$ cat config.mk
export PLATFORM = sky130hd
export DESIGN_NAME = srp_packetizer
export DESIGN_NICKNAME = d
export VERILOG_FILES = /design/src/hdl/srp_pkg.sv /design/src/hdl/srp_packetizer.sv /design/src/hdl/srp_tick_div.sv
export SDC_FILE = /design/constraint.sdc
export NUM_CORES = 2
export LEC_CHECK = 0
export ABC_AREA = 1
export BUFFER_PORTS_ARGS = -buffer_cell sky130_fd_sc_hd__buf_4
export CORE_ASPECT_RATIO = 1.75
export CORE_MARGIN = 2
export CORE_UTILIZATION = 43
export CTS_BUF_LIST = sky130_fd_sc_hd__clkbuf_2
export DETAILED_ROUTE_END_ITERATION = 10
export GPL_TIMING_DRIVEN = 0
export PLACE_DENSITY = 0.63
export SLEW_MARGIN = 20
export SYNTH_ARGS = -nofsm -noshare
export SYNTH_HDL_FRONTEND = slang
export SYNTH_SLANG_ARGS = --single-unit
$ cat constraint.sdc
create_clock -name CORE_CLK -period 3.7 [get_ports CORE_CLK]
set_clock_uncertainty 0.05 [all_clocks]
set_input_delay 0.185 -clock CORE_CLK [delete_from_list [all_inputs] [get_ports CORE_CLK]]
set_output_delay 0.185 -clock CORE_CLK [all_outputs]
set_load 0.03 [all_outputs]
$ cat src/hdl/srp_pkg.sv
/*
  Shared constants of the serial receive packetizer: register map,
  reset values, mode codes, buffer depth and timing counts.
  Assumes a single core clock at the rate given by CLK_HZ.
*/
package srp_pkg;

  ////////////////////////////////////////////////////////////////////////////
  // Clock and timing
  localparam int CLK_HZ      = 10_000_000;                 // Core clock rate
  localparam int POLL_US     = 20;                         // Longest poll interval, us
  localparam int POLL_CYC    = CLK_HZ / 1_000_000 * POLL_US; // Rounded down
  localparam int MS_PER_TICK = 1;                          // Timeout unit, ms
  localparam int MS_CYC      = CLK_HZ / 1000 * MS_PER_TICK;  // Cycles per ms

  ////////////////////////////////////////////////////////////////////////////
  // Buffer and transfer sizes
  localparam logic [7:0]  BUF_DEPTH  = 8'h80;   // Receive buffer, bytes
  localparam logic [15:0] MTU_HDR    = 16'h0003; // Per-transfer header bytes
  localparam logic [15:0] MTU_DEF    = 16'h0017; // Default transfer unit

  ////////////////////////////////////////////////////////////////////////////
  // Packetization modes
  typedef enum logic [7:0] {
    MODE_IMMEDIATE = 8'h00,
    MODE_ANTICIPATE = 8'h01,
    MODE_FIXED     = 8'h02,
    MODE_VARIABLE  = 8'h03,
    MODE_END_BYTE  = 8'h04
  } srp_mode_t;

  ////////////////////////////////////////////////////////////////////////////
  // Reset values
  localparam logic [7:0] RST_MODE   = 8'h01;    // Anticipate
  localparam logic [7:0] RST_WAIT   = 8'h05;    // 5 ms
  localparam logic [7:0] RST_LENGTH = 8'h14;    // 20 bytes
  localparam logic [7:0] RST_EOP    = 8'h0d;    // Carriage return

  ////////////////////////////////////////////////////////////////////////////
  // Register offsets (8-bit data)
  localparam logic [3:0] REG_MODE   = 4'h0;     // Mode field of the command
  localparam logic [3:0] REG_WAIT   = 4'h1;     // Timeout, ms
  localparam logic [3:0] REG_LENGTH = 4'h2;     // Target length, bytes
  localparam logic [3:0] REG_EOP    = 4'h3;     // End-of-packet byte
  localparam logic [3:0] REG_COUNT  = 4'h4;     // Buffered bytes, read only
  localparam logic [3:0] REG_STATE  = 4'h5;     // Engine state, read only

  ////////////////////////////////////////////////////////////////////////////
  // Send engine states, Gray along idle-send-link-send-idle
  typedef enum logic [1:0] {
    ST_IDLE = 2'b00,
    ST_SEND = 2'b01,
    ST_LINK = 2'b11
  } srp_state_t;

endpackage : srp_pkg

$ cat src/hdl/srp_packetizer.sv
/*
  Serial receive packetizer: groups host bytes into link transfers by
  one of five modes and splits them at the usable transfer payload.
  Assumes receive bytes, pipe state and link handshakes come from logic
  on CORE_CLK; registers reached over a plain strobe port.
*/
// Decided for this implementation: the address-and-strobe port and the register addresses.
`timescale 1ns/1ns
// Operation
// RULE1: Only open-pipe host bytes are packetized
// RULE2: Bytes delivered once, unaltered, in order
// RULE3: Poll received bytes at most every 20 us
// RULE4: Immediate mode sends everything when link accepts
// RULE5: Anticipate sends once target length reached
// RULE6: Anticipate sends buffered bytes on timeout
// RULE7: Reset: anticipate, 5 ms, 20 bytes
// RULE8: Host keeps timeout 1-255, length 1-128
// RULE9: Fixed mode sends exactly target length
// RULE10: Variable mode strips count, sends that many
// RULE11: Variable count above 128 clamped to 128
// RULE12: End byte sends buffer including end byte
// RULE13: End byte resets to 0x0d, any value
// RULE14: Small payload: send one payload without end
// RULE15: Large payload: full buffer sends 128 bytes
// RULE16: Payload equals transfer unit minus three
// RULE17: Long packets split, full pieces then remainder
// RULE18: Host picks timeout to suit baud rate
// RULE19: Mode codes 0 to 4 as listed
// RULE20: Command carries mode, timeout, length bytes
// RULE21: Timeout starts on first byte, cleared on send
// RULE22: Hold transmission while link cannot accept
module srp_packetizer #(
  parameter int MS_CYC = srp_pkg::MS_CYC  // Core cycles per millisecond
) (
  input  wire logic       CORE_CLK,       // Core clock, 10 MHz
  input  wire logic       ARST_N,         // Asynchronous reset, active low
  input  wire logic [3:0] REG_ADDR,       // Register offset
  input  wire logic [7:0] REG_WDATA,      // Register write data
  input  wire logic       REG_WR,         // Write strobe
  input  wire logic       REG_RD,         // Read strobe
  output logic      [7:0] REG_RDATA,      // Read data, cycle after strobe
  input  wire logic       PIPE_OPEN,      // Data pipe open
  input  wire logic       RX_VALID,       // Host byte available
  input  wire logic [7:0] RX_DATA,        // Host byte
  output logic            RX_READY,       // Byte taken when valid
  output logic            BYP_VALID,      // Command-mode byte passed on
  output logic      [7:0] BYP_DATA,       // Command-mode byte
  input  wire logic [15:0] LINK_MTU,      // Negotiated max_transfer_unit
  input  wire logic       LINK_READY,     // Link accepts a new transfer
  output logic            TX_VALID,       // Transfer byte valid
  output logic      [7:0] TX_DATA,        // Transfer byte
  output logic            TX_LAST,        // Last byte of a transfer
  input  wire logic       TX_READY        // Link takes the byte
);

  ////////////////////////////////////////////////////////////////////////////
  // Declarations
  logic [7:0]          mem [0:127];       // Receive buffer
  logic [6:0]          wr_ptr;            // Next write slot
  logic [6:0]          rd_ptr;            // Next read slot
  logic [7:0]          count;             // Bytes buffered
  logic [7:0]          cfg_mode;          // Packetization mode
  logic [7:0]          cfg_wait;          // Timeout, ms
  logic [7:0]          cfg_length;        // Target length
  logic [7:0]          cfg_eop;           // end_of_packet_byte
  logic [7:0]          var_left;          // Payload bytes still expected
  logic [7:0]          ready_len;         // Complete variable packet length
  logic [7:0]          eop_len;           // Bytes up to the end byte
  logic [7:0]          ms_elapsed;        // Timeout progress, ms
  logic [7:0]          send_left;         // Bytes left in the packet
  logic [7:0]          piece_left;        // Bytes left in the transfer
  logic [7:0]          send_len;          // Length chosen at start
  logic                want;              // Mode asks for a send
  logic                start;             // Send begins this cycle
  logic                poll_tick;         // Poll interval pulse
  logic                ms_tick;           // Millisecond pulse
  logic                timer_clr;         // Hold the timeout at zero
  logic                hold;              // Stall input for framing
  logic                is_prefix;         // Next byte is a count
  logic                take;              // Byte accepted in pipe mode
  logic                push;              // Byte written to buffer
  logic                pop;               // Byte moved to output
  logic [15:0]         payload;           // Usable transfer payload
  srp_pkg::srp_state_t state;             // Send engine state

  ////////////////////////////////////////////////////////////////////////////
  // Timing enables
  srp_tick_div #(.CYC(srp_pkg::POLL_CYC)) u_poll (
    .clk    (CORE_CLK),
    .arst_n (ARST_N),
    .clr    (1'b0),
    .tick   (poll_tick)
  );

  assign timer_clr = (count == 8'h00) || (state != srp_pkg::ST_IDLE); // RULE21

  srp_tick_div #(.CYC(MS_CYC)) u_ms (
    .clk    (CORE_CLK),
    .arst_n (ARST_N),
    .clr    (timer_clr),
    .tick   (ms_tick)
  );

  // Milliseconds since the first byte entered an empty buffer or the last send ended
  always_ff @(posedge CORE_CLK or negedge ARST_N) begin
    if (!ARST_N) begin
      ms_elapsed <= 8'h00;
    end else if (timer_clr) begin
      ms_elapsed <= 8'h00;                 // RULE21
    end else if (ms_tick && ms_elapsed != 8'hff) begin
      ms_elapsed <= ms_elapsed + 8'h01;
    end
  end

  ////////////////////////////////////////////////////////////////////////////
  // Register port
  // Configuration writes; a mode write drops partial framing state
  always_ff @(posedge CORE_CLK or negedge ARST_N) begin
    if (!ARST_N) begin
      cfg_mode   <= srp_pkg::RST_MODE;     // RULE7
      cfg_wait   <= srp_pkg::RST_WAIT;     // RULE7
      cfg_length <= srp_pkg::RST_LENGTH;   // RULE7
      cfg_eop    <= srp_pkg::RST_EOP;      // RULE13
    end else if (REG_WR) begin
      unique case (REG_ADDR)
        srp_pkg::REG_MODE:   cfg_mode   <= REG_WDATA; // RULE20
        srp_pkg::REG_WAIT:   cfg_wait   <= REG_WDATA; // RULE20
        srp_pkg::REG_LENGTH: cfg_length <= REG_WDATA; // RULE20
        srp_pkg::REG_EOP:    cfg_eop    <= REG_WDATA; // RULE13
        default: ;                                    // Read-only or unmapped
      endcase
    end
  end

  // Read data stands only in the cycle after the strobe
  always_ff @(posedge CORE_CLK or negedge ARST_N) begin
    if (!ARST_N) begin
      REG_RDATA <= 8'h00;
    end else if (REG_RD) begin
      unique case (REG_ADDR)
        srp_pkg::REG_MODE:   REG_RDATA <= cfg_mode;
        srp_pkg::REG_WAIT:   REG_RDATA <= cfg_wait;
        srp_pkg::REG_LENGTH: REG_RDATA <= cfg_length;
        srp_pkg::REG_EOP:    REG_RDATA <= cfg_eop;
        srp_pkg::REG_COUNT:  REG_RDATA <= count;
        srp_pkg::REG_STATE:  REG_RDATA <= {6'h00, state};
        default:             REG_RDATA <= 8'h00;  // Unmapped reads zero
      endcase
    end else begin
      REG_RDATA <= 8'h00;
    end
  end

  ////////////////////////////////////////////////////////////////////////////
  // Input side
  // Usable payload, at least one byte for a degenerate unit
  assign payload = (LINK_MTU > srp_pkg::MTU_HDR) ? LINK_MTU - srp_pkg::MTU_HDR
                                                 : 16'h0001; // RULE16

  // Framing modes take no new byte while a framed packet waits or goes out
  assign hold = ((cfg_mode == srp_pkg::MODE_VARIABLE) || (cfg_mode == srp_pkg::MODE_END_BYTE))
              && ((state != srp_pkg::ST_IDLE) || (ready_len != 8'h00) || (eop_len != 8'h00));
  assign is_prefix = (cfg_mode == srp_pkg::MODE_VARIABLE) && (var_left == 8'h00);
  assign RX_READY  = !PIPE_OPEN || (!hold && (count != srp_pkg::BUF_DEPTH)); // RULE1
  assign take      = RX_VALID && RX_READY && PIPE_OPEN;
  assign push      = take && !is_prefix;                                  // RULE10

  // Command-mode bytes bypass the packetizer unchanged
  always_ff @(posedge CORE_CLK or negedge ARST_N) begin
    if (!ARST_N) begin
      BYP_VALID <= 1'b0;
      BYP_DATA  <= 8'h00;
    end else begin
      BYP_VALID <= RX_VALID && !PIPE_OPEN;                                // RULE1
      if (RX_VALID && !PIPE_OPEN) begin
        BYP_DATA <= RX_DATA;                                              // RULE1
      end
    end
  end

  // Buffer write side
  always_ff @(posedge CORE_CLK) begin
    if (push) begin
      mem[wr_ptr] <= RX_DATA;                                             // RULE2
    end
  end

  // Pointers and fill count
  always_ff @(posedge CORE_CLK or negedge ARST_N) begin
    if (!ARST_N) begin
      wr_ptr <= 7'h00;
      rd_ptr <= 7'h00;
      count  <= 8'h00;
    end else begin
      if (push) wr_ptr <= wr_ptr + 7'h01;
      if (pop)  rd_ptr <= rd_ptr + 7'h01;                                 // RULE2
      count <= count + {7'h00, push} - {7'h00, pop};
    end
  end

  // Variable-mode count bytes and completed packet length
  always_ff @(posedge CORE_CLK or negedge ARST_N) begin
    if (!ARST_N) begin
      var_left  <= 8'h00;
      ready_len <= 8'h00;
    end else if (REG_WR && REG_ADDR == srp_pkg::REG_MODE) begin
      var_left  <= 8'h00;
      ready_len <= 8'h00;
    end else begin
      if (take && is_prefix) begin
        var_left <= (RX_DATA > srp_pkg::BUF_DEPTH) ? srp_pkg::BUF_DEPTH : RX_DATA; // RULE11
      end else if (push && var_left != 8'h00) begin
        var_left <= var_left - 8'h01;
      end
      if (start) begin
        ready_len <= 8'h00;
      end else if (push && cfg_mode == srp_pkg::MODE_VARIABLE && var_left == 8'h01) begin
        ready_len <= count + 8'h01;                                       // RULE10
      end
    end
  end

  // End-byte position, corrected for a send starting in the same cycle
  always_ff @(posedge CORE_CLK or negedge ARST_N) begin
    if (!ARST_N) begin
      eop_len <= 8'h00;
    end else if ((REG_WR && REG_ADDR == srp_pkg::REG_MODE) || (start && eop_len != 8'h00)) begin
      eop_len <= 8'h00;
    end else if (push && cfg_mode == srp_pkg::MODE_END_BYTE && RX_DATA == cfg_eop
                 && eop_len == 8'h00) begin
      eop_len <= count + 8'h01 - (start ? send_len : 8'h00);             // RULE12
    end
  end

  ////////////////////////////////////////////////////////////////////////////
  // Send decision, evaluated on each poll pulse
  always_comb begin
    want     = 1'b0;
    send_len = count;
    unique case (cfg_mode)
      srp_pkg::MODE_ANTICIPATE: begin
        want = (count >= cfg_length)                                      // RULE5
            || (ms_elapsed >= cfg_wait);                                  // RULE6
      end
      srp_pkg::MODE_FIXED: begin
        want     = (count >= cfg_length);                                 // RULE9
        send_len = cfg_length;                                            // RULE9
      end
      srp_pkg::MODE_VARIABLE: begin
        if (ready_len != 8'h00) begin
          want     = 1'b1;
          send_len = ready_len;                                           // RULE10
        end else begin
          want = (var_left == 8'h00);      // Leftover from a mode change
        end
      end
      srp_pkg::MODE_END_BYTE: begin
        if (eop_len != 8'h00) begin
          want     = 1'b1;
          send_len = eop_len;                                             // RULE12
        end else if (payload < {8'h00, srp_pkg::BUF_DEPTH}) begin
          want     = ({8'h00, count} >= payload);                         // RULE14
          send_len = payload[7:0];                                        // RULE14
        end else begin
          want = (count == srp_pkg::BUF_DEPTH);                           // RULE15
        end
      end
      default: begin
        want = 1'b1;                       // Immediate and unknown codes
      end
    endcase
  end

  // Start only when polled, link free and data present
  assign start = (state == srp_pkg::ST_IDLE) && poll_tick && LINK_READY // RULE3 RULE22
              && (count != 8'h00) && want;                                // RULE4

  // Transfer size: full payload pieces, then the remainder
  function automatic logic [7:0] fn_piece(input logic [7:0] n, input logic [15:0] p);
    fn_piece = ({8'h00, n} > p) ? p[7:0] : n;
  endfunction : fn_piece

  assign pop = (state == srp_pkg::ST_SEND) && (piece_left != 8'h00) && (!TX_VALID || TX_READY);

  // Send engine
  always_ff @(posedge CORE_CLK or negedge ARST_N) begin
    if (!ARST_N) begin
      state      <= srp_pkg::ST_IDLE;
      send_left  <= 8'h00;
      piece_left <= 8'h00;
    end else begin
      unique case (state)
        srp_pkg::ST_IDLE: begin
          if (start) begin
            send_left  <= send_len;
            piece_left <= fn_piece(send_len, payload);                    // RULE17
            state      <= srp_pkg::ST_SEND;
          end
        end
        srp_pkg::ST_SEND: begin
          if (pop) begin
            send_left  <= send_left - 8'h01;
            piece_left <= piece_left - 8'h01;
          end else if (piece_left == 8'h00 && (!TX_VALID || TX_READY)) begin
            state <= (send_left == 8'h00) ? srp_pkg::ST_IDLE : srp_pkg::ST_LINK;
          end
        end
        srp_pkg::ST_LINK: begin
          if (LINK_READY) begin                                           // RULE22
            piece_left <= fn_piece(send_left, payload);                   // RULE17
            state      <= srp_pkg::ST_SEND;
          end
        end
        default: state <= srp_pkg::ST_IDLE;
      endcase
    end
  end

  // Output byte register
  always_ff @(posedge CORE_CLK or negedge ARST_N) begin
    if (!ARST_N) begin
      TX_VALID <= 1'b0;
      TX_DATA  <= 8'h00;
      TX_LAST  <= 1'b0;
    end else if (pop) begin
      TX_VALID <= 1'b1;
      TX_DATA  <= mem[rd_ptr];                                            // RULE2
      TX_LAST  <= (piece_left == 8'h01);                                  // RULE17
    end else if (TX_READY) begin
      TX_VALID <= 1'b0;
      TX_LAST  <= 1'b0;
    end
  end
endmodule : srp_packetizer

$ cat src/hdl/srp_tick_div.sv
/*
  Divider producing a one-cycle enable pulse every CYC core cycles.
  Assumes a synchronous clear from logic on the same clock.
*/
`timescale 1ns/1ns
module srp_tick_div #(
  parameter int CYC = 200                 // Cycles between pulses
) (
  input  wire logic clk,                  // Core clock
  input  wire logic arst_n,               // Asynchronous reset, active low
  input  wire logic clr,                  // Restart the count
  output logic      tick                  // One-cycle pulse
);

  localparam int W = (CYC > 1) ? $clog2(CYC) : 1;
  localparam logic [W-1:0] LAST = W'(CYC - 1);

  logic [W-1:0] cnt;                      // Cycles since last pulse

  // Count up, pulse on the last cycle, wrap
  always_ff @(posedge clk or negedge arst_n) begin
    if (!arst_n) begin
      cnt  <= '0;
      tick <= 1'b0;
    end else if (clr) begin
      cnt  <= '0;
      tick <= 1'b0;
    end else begin
      tick <= (cnt == LAST);
      cnt  <= (cnt == LAST) ? '0 : cnt + W'(1);
    end
  end

endmodule : srp_tick_div

==> impl_metrics.py <==
metrics = {
    "pwr": {
        "ir_drop_uv": 927,
        "switching_share_pct": 50.6,
        "powerDensity_nw_per_um2": 783,
        "power_frac_seq_pct": 33.0,
        "clockPowerShare_pct": 18.2,
        "p_int_mw": 23.3,
        "p_leak_nw": 21.8,
        "power_switching_mw": 23.9,
        "combPwrFrac_pct": 48.9,
        "total_power_mw": 47.2,
    },
    "global_route": {
        "overflow": 0,
        "grt_max_degree": 130,
        "grt_pass1_wl_um": 322000,
        "track_usage_pct": 39.5,
        "use_met2_pct": 63.2,
        "grt_pass1_vias": 41300,
        "use_met3_pct": 10.8,
        "antenna_found_initial": 21,
        "met1_usage_pct": 39.4,
        "busiest_layer": "met2",
    },
    "final_layout": {
        "reg_top3": "mem: 1024 flops, u_ms.cnt: 14 flops",
        "multiInputGateArea_sq_um": 15600,
        "fin_util_pct": 51.4,
        "drive_gt1_share_pct": 19.6,
        "top_register": "mem",
        "final_cell_mix": "1024 x edfxtp_1, 617 x nor2_1, 586 x o21ai_0, 538 x nand2_1, 501 x clkbuf_2",
        "area_delta_synth_final_pct": 18.6,
        "seq_area_sq_um": 34600,
        "layout_commonest_cell": "edfxtp_1",
        "layout.nets": 5215,
        "fill_cells": 10500,
        "largest_reg_flops": 1024,
    },
    "run_status": {
        "status": "finished with violations",
        "violations": "DRC, hold timing, setup timing",
    },
    "placement": {
        "gp_congestion": 1.07,
        "place_ws_ns": -1.63,
        "port_buffers": 71,
        "dp_hpwl_um": 160000,
    },
    "worst_setup_path": {
        "crit_chain": "clkbuf_1 > inv_1 > clkbuf_2 > o221ai_1 > a31oi_1 > o311ai_0 > nand3_1 > nand2_1",
        "crit_slowest_cell": "a31oi_1",
        "worstSetupEndpointType": "flip-flop",
        "regToRegSetupSlack_ns": -0.27,
        "slowest_delay_ns": 0.75,
        "worstPathArrival_ns": 5.46,
        "critPathLaunchType": "flip-flop",
        "critPathRequiredTime_ns": 5.19,
        "rr_endpoint": "TX_DATA[6]",
        "worstRegToRegCells": 8,
        "reg2reg_from": "rd_ptr[2]",
        "critPathKind": "flip-flop to flip-flop",
        "crit_fanout": 11,
    },
    "clock_network": {
        "clk_latency_ns": 1.70,
        "clock_path_buffers": 4,
        "clk_pin_slew_ns": 0.11,
        "htreeDepth": 5,
        "cts_root_buf": "clkbuf_2",
        "cts_tree": "done",
        "cts_buffers": 289,
        "cts.sinks": 1179,
    },
    "floorplanning": {
        "dieArea_sq_um": 121000,
        "die_h_um": 459,
        "die_w_um": 264,
        "coreArea_sq_um": 117000,
        "io_pins": 72,
        "num_rows": 166,
        "initial_core_util_pct": 43.4,
    },
    "job": {
        "max_cap_viol_count": 0,
    },
    "route": {
        "route.detailed.drc": 2,
        "via_per_inst": 6.23,
        "ant_nets": 0,
        "drt_iter0_markers": 5686,
        "wl_per_cell_um": 35.2,
        "routed_wl_um": 240000,
        "drt_pass1_iterations": 9,
        "num_vias": 42400,
    },
    "synth": {
        "avgSynthCellArea_sq_um": 11.4,
        "async_flop_share_pct": 13.1,
        "yosys_register_bits": 1179,
        "ys_types": 56,
        "synth_ff_type": "edfxtp_1",
        "synth_nets": 4600,
        "syn_area_sq_um": 50800,
        "yosysSeqAreaShare_pct": 68.2,
        "ys_warn_count": 0,
        "synth_edf_count": 1024,
        "synthesis.instances": 4470,
    },
    "timing": {
        "whs_ns": -0.0679,
        "period_share_pct": 107,
        "hold_viol": 1,
        "fin_ws_ns": -0.267,
        "tns_ns": -1.08,
        "slew_violations": 0,
        "tightest_slew_ns": 1.32,
        "relSlewSlack_pct": 11.8,
        "finalSetupViolCount": 8,
        "layout_min_cycle_time_ns": 3.97,
        "rsz0062_at_grt": "true",
        "fmax_mhz": 252,
    },
    "worst_hold_path": {
        "min_path_cells": 12,
        "min_from": "LINK_MTU[0]",
        "hp-class": "input pin to flip-flop",
        "hold_end": "piece_left[2]",
    },
}
-- power by group through the flow --
stage                     logic, mW  registers, mW  clock network [mW]
after floorplan                9.15           15.7                   0
after global placement         19.7           15.8                   0
after detailed placement       19.9           15.8                   0
after CTS                      21.1           15.5                8.53
after global routing           23.1           15.6                9.10
final                          23.1           15.6                8.58
-- layer usage --
metal | up-vias | wire (um)
met5 | - | 102
met4 | 10 | 33300
met3 | 1223 | 24700
met2 | 3315 | 110000
met1 | 20400 | 71300
li1 | 17500 | -
-- worst max-delay path, delay by kind of cell, from the launching register on --
| kind | cells | cell delay (ns) |
|---|---|---|
| simple gates | 2 | 0.27 |
| flops | 1 | 0.41 |
| buf+inv | 3 | 1.60 |
| compound gates | 3 | 1.45 |
-- worst max path at each step --
stage,depth (start not counted),endpoint,start,slack [ns]
final,8,TX_DATA[6],rd_ptr[2],-0.27
after global placement,12,mem[77][3],count[0],-1.73
after CTS,17,count[6],piece_left[5],-0.02
after detailed placement,17,count[6],piece_left[4],-1.63
after global routing,38,eop_len[7],count[0],-0.26
after floorplan,43,eop_len[7],LINK_MTU[6],0.009
-- through the flow --
step | instance area, sq um | std cells
finish | 60300 | 6805
global route | 60200 | 6794
CTS | 59800 | 6774
detailed placement | 53800 | 6072
global placement | 53300 | 6053
floorplan | 50800 | 4470
-- cell usage after synthesis, types with 7 or more instances --
cell | instances | area share [%]
o21ai_0 | 592 | 5.8
xor2_1 | 44 | 0.76
inv_1 | 227 | 1.7
dfrtp_1 | 147 | 7.2
buf_2 | 11 | 0.11
o211ai_1 | 59 | 0.87
a21oi_1 | 96 | 0.95
nand2_1 | 553 | 4.1
nor2_1 | 755 | 5.6
dfstp_2 | 8 | 0.41
nand4_1 | 17 | 0.21
nor3_1 | 25 | 0.25
buf_1 | 8 | 0.059
o21ai_1 | 7 | 0.069
nor4_1 | 13 | 0.16
a211oi_1 | 13 | 0.19
ha_1 | 84 | 2.1
edfxtp_1 | 1024 | 61
nand3_1 | 201 | 2.0
o221ai_1 | 84 | 1.4
a31oi_1 | 14 | 0.17
o22ai_1 | 184 | 2.3
clkbuf_1 | 216 | 1.6
-- what timing repair did --
item | 4_1_cts | 5_1_grt
pin swaps | 51 | 39
hold buffers | 153 | 3
resized for setup | 359 | 118
buffers inserted | 67 | 5
setup endpoints to repair | 1032 | 37
endpoints found under the hold margin | 1700 | 9
cloned | 0 | 2
-- final cells by class --
| type | count | share of cell area [%] |
|---|---|---|
| flip-flops and latches | 1179 | 57.5 |
| plain buffers | 237 | 2.07 |
| diodes | 16 | 0.0664 |
| clock inverters | 80 | 0.666 |
| clock buffers | 403 | 3.35 |
| multi-input cells | 2814 | 25.9 |
| repair buffers | 324 | 5.78 |
| inverters | 240 | 1.56 |
| well taps | 1512 | 3.14 |
-- kinds of logic (layout without fill, tap and decap cells) --
kind of cell / count (synthesis) / count (layout) / synth area share, %
and+or+nand+nor: 1606 / 1607 / 13.0
DFF: 1179 / 1179 / 68.2
AOI/OAI and AO/OA: 1071 / 1071 / 12.2
buffers and inverters: 478 / 1284 / 3.60
adders and majority gates: 86 / 86 / 2.15
xor gates and xnor gates: 50 / 50 / 0.862
other: 0 / 16 / 0
Power figures use the tool's default switching activity.
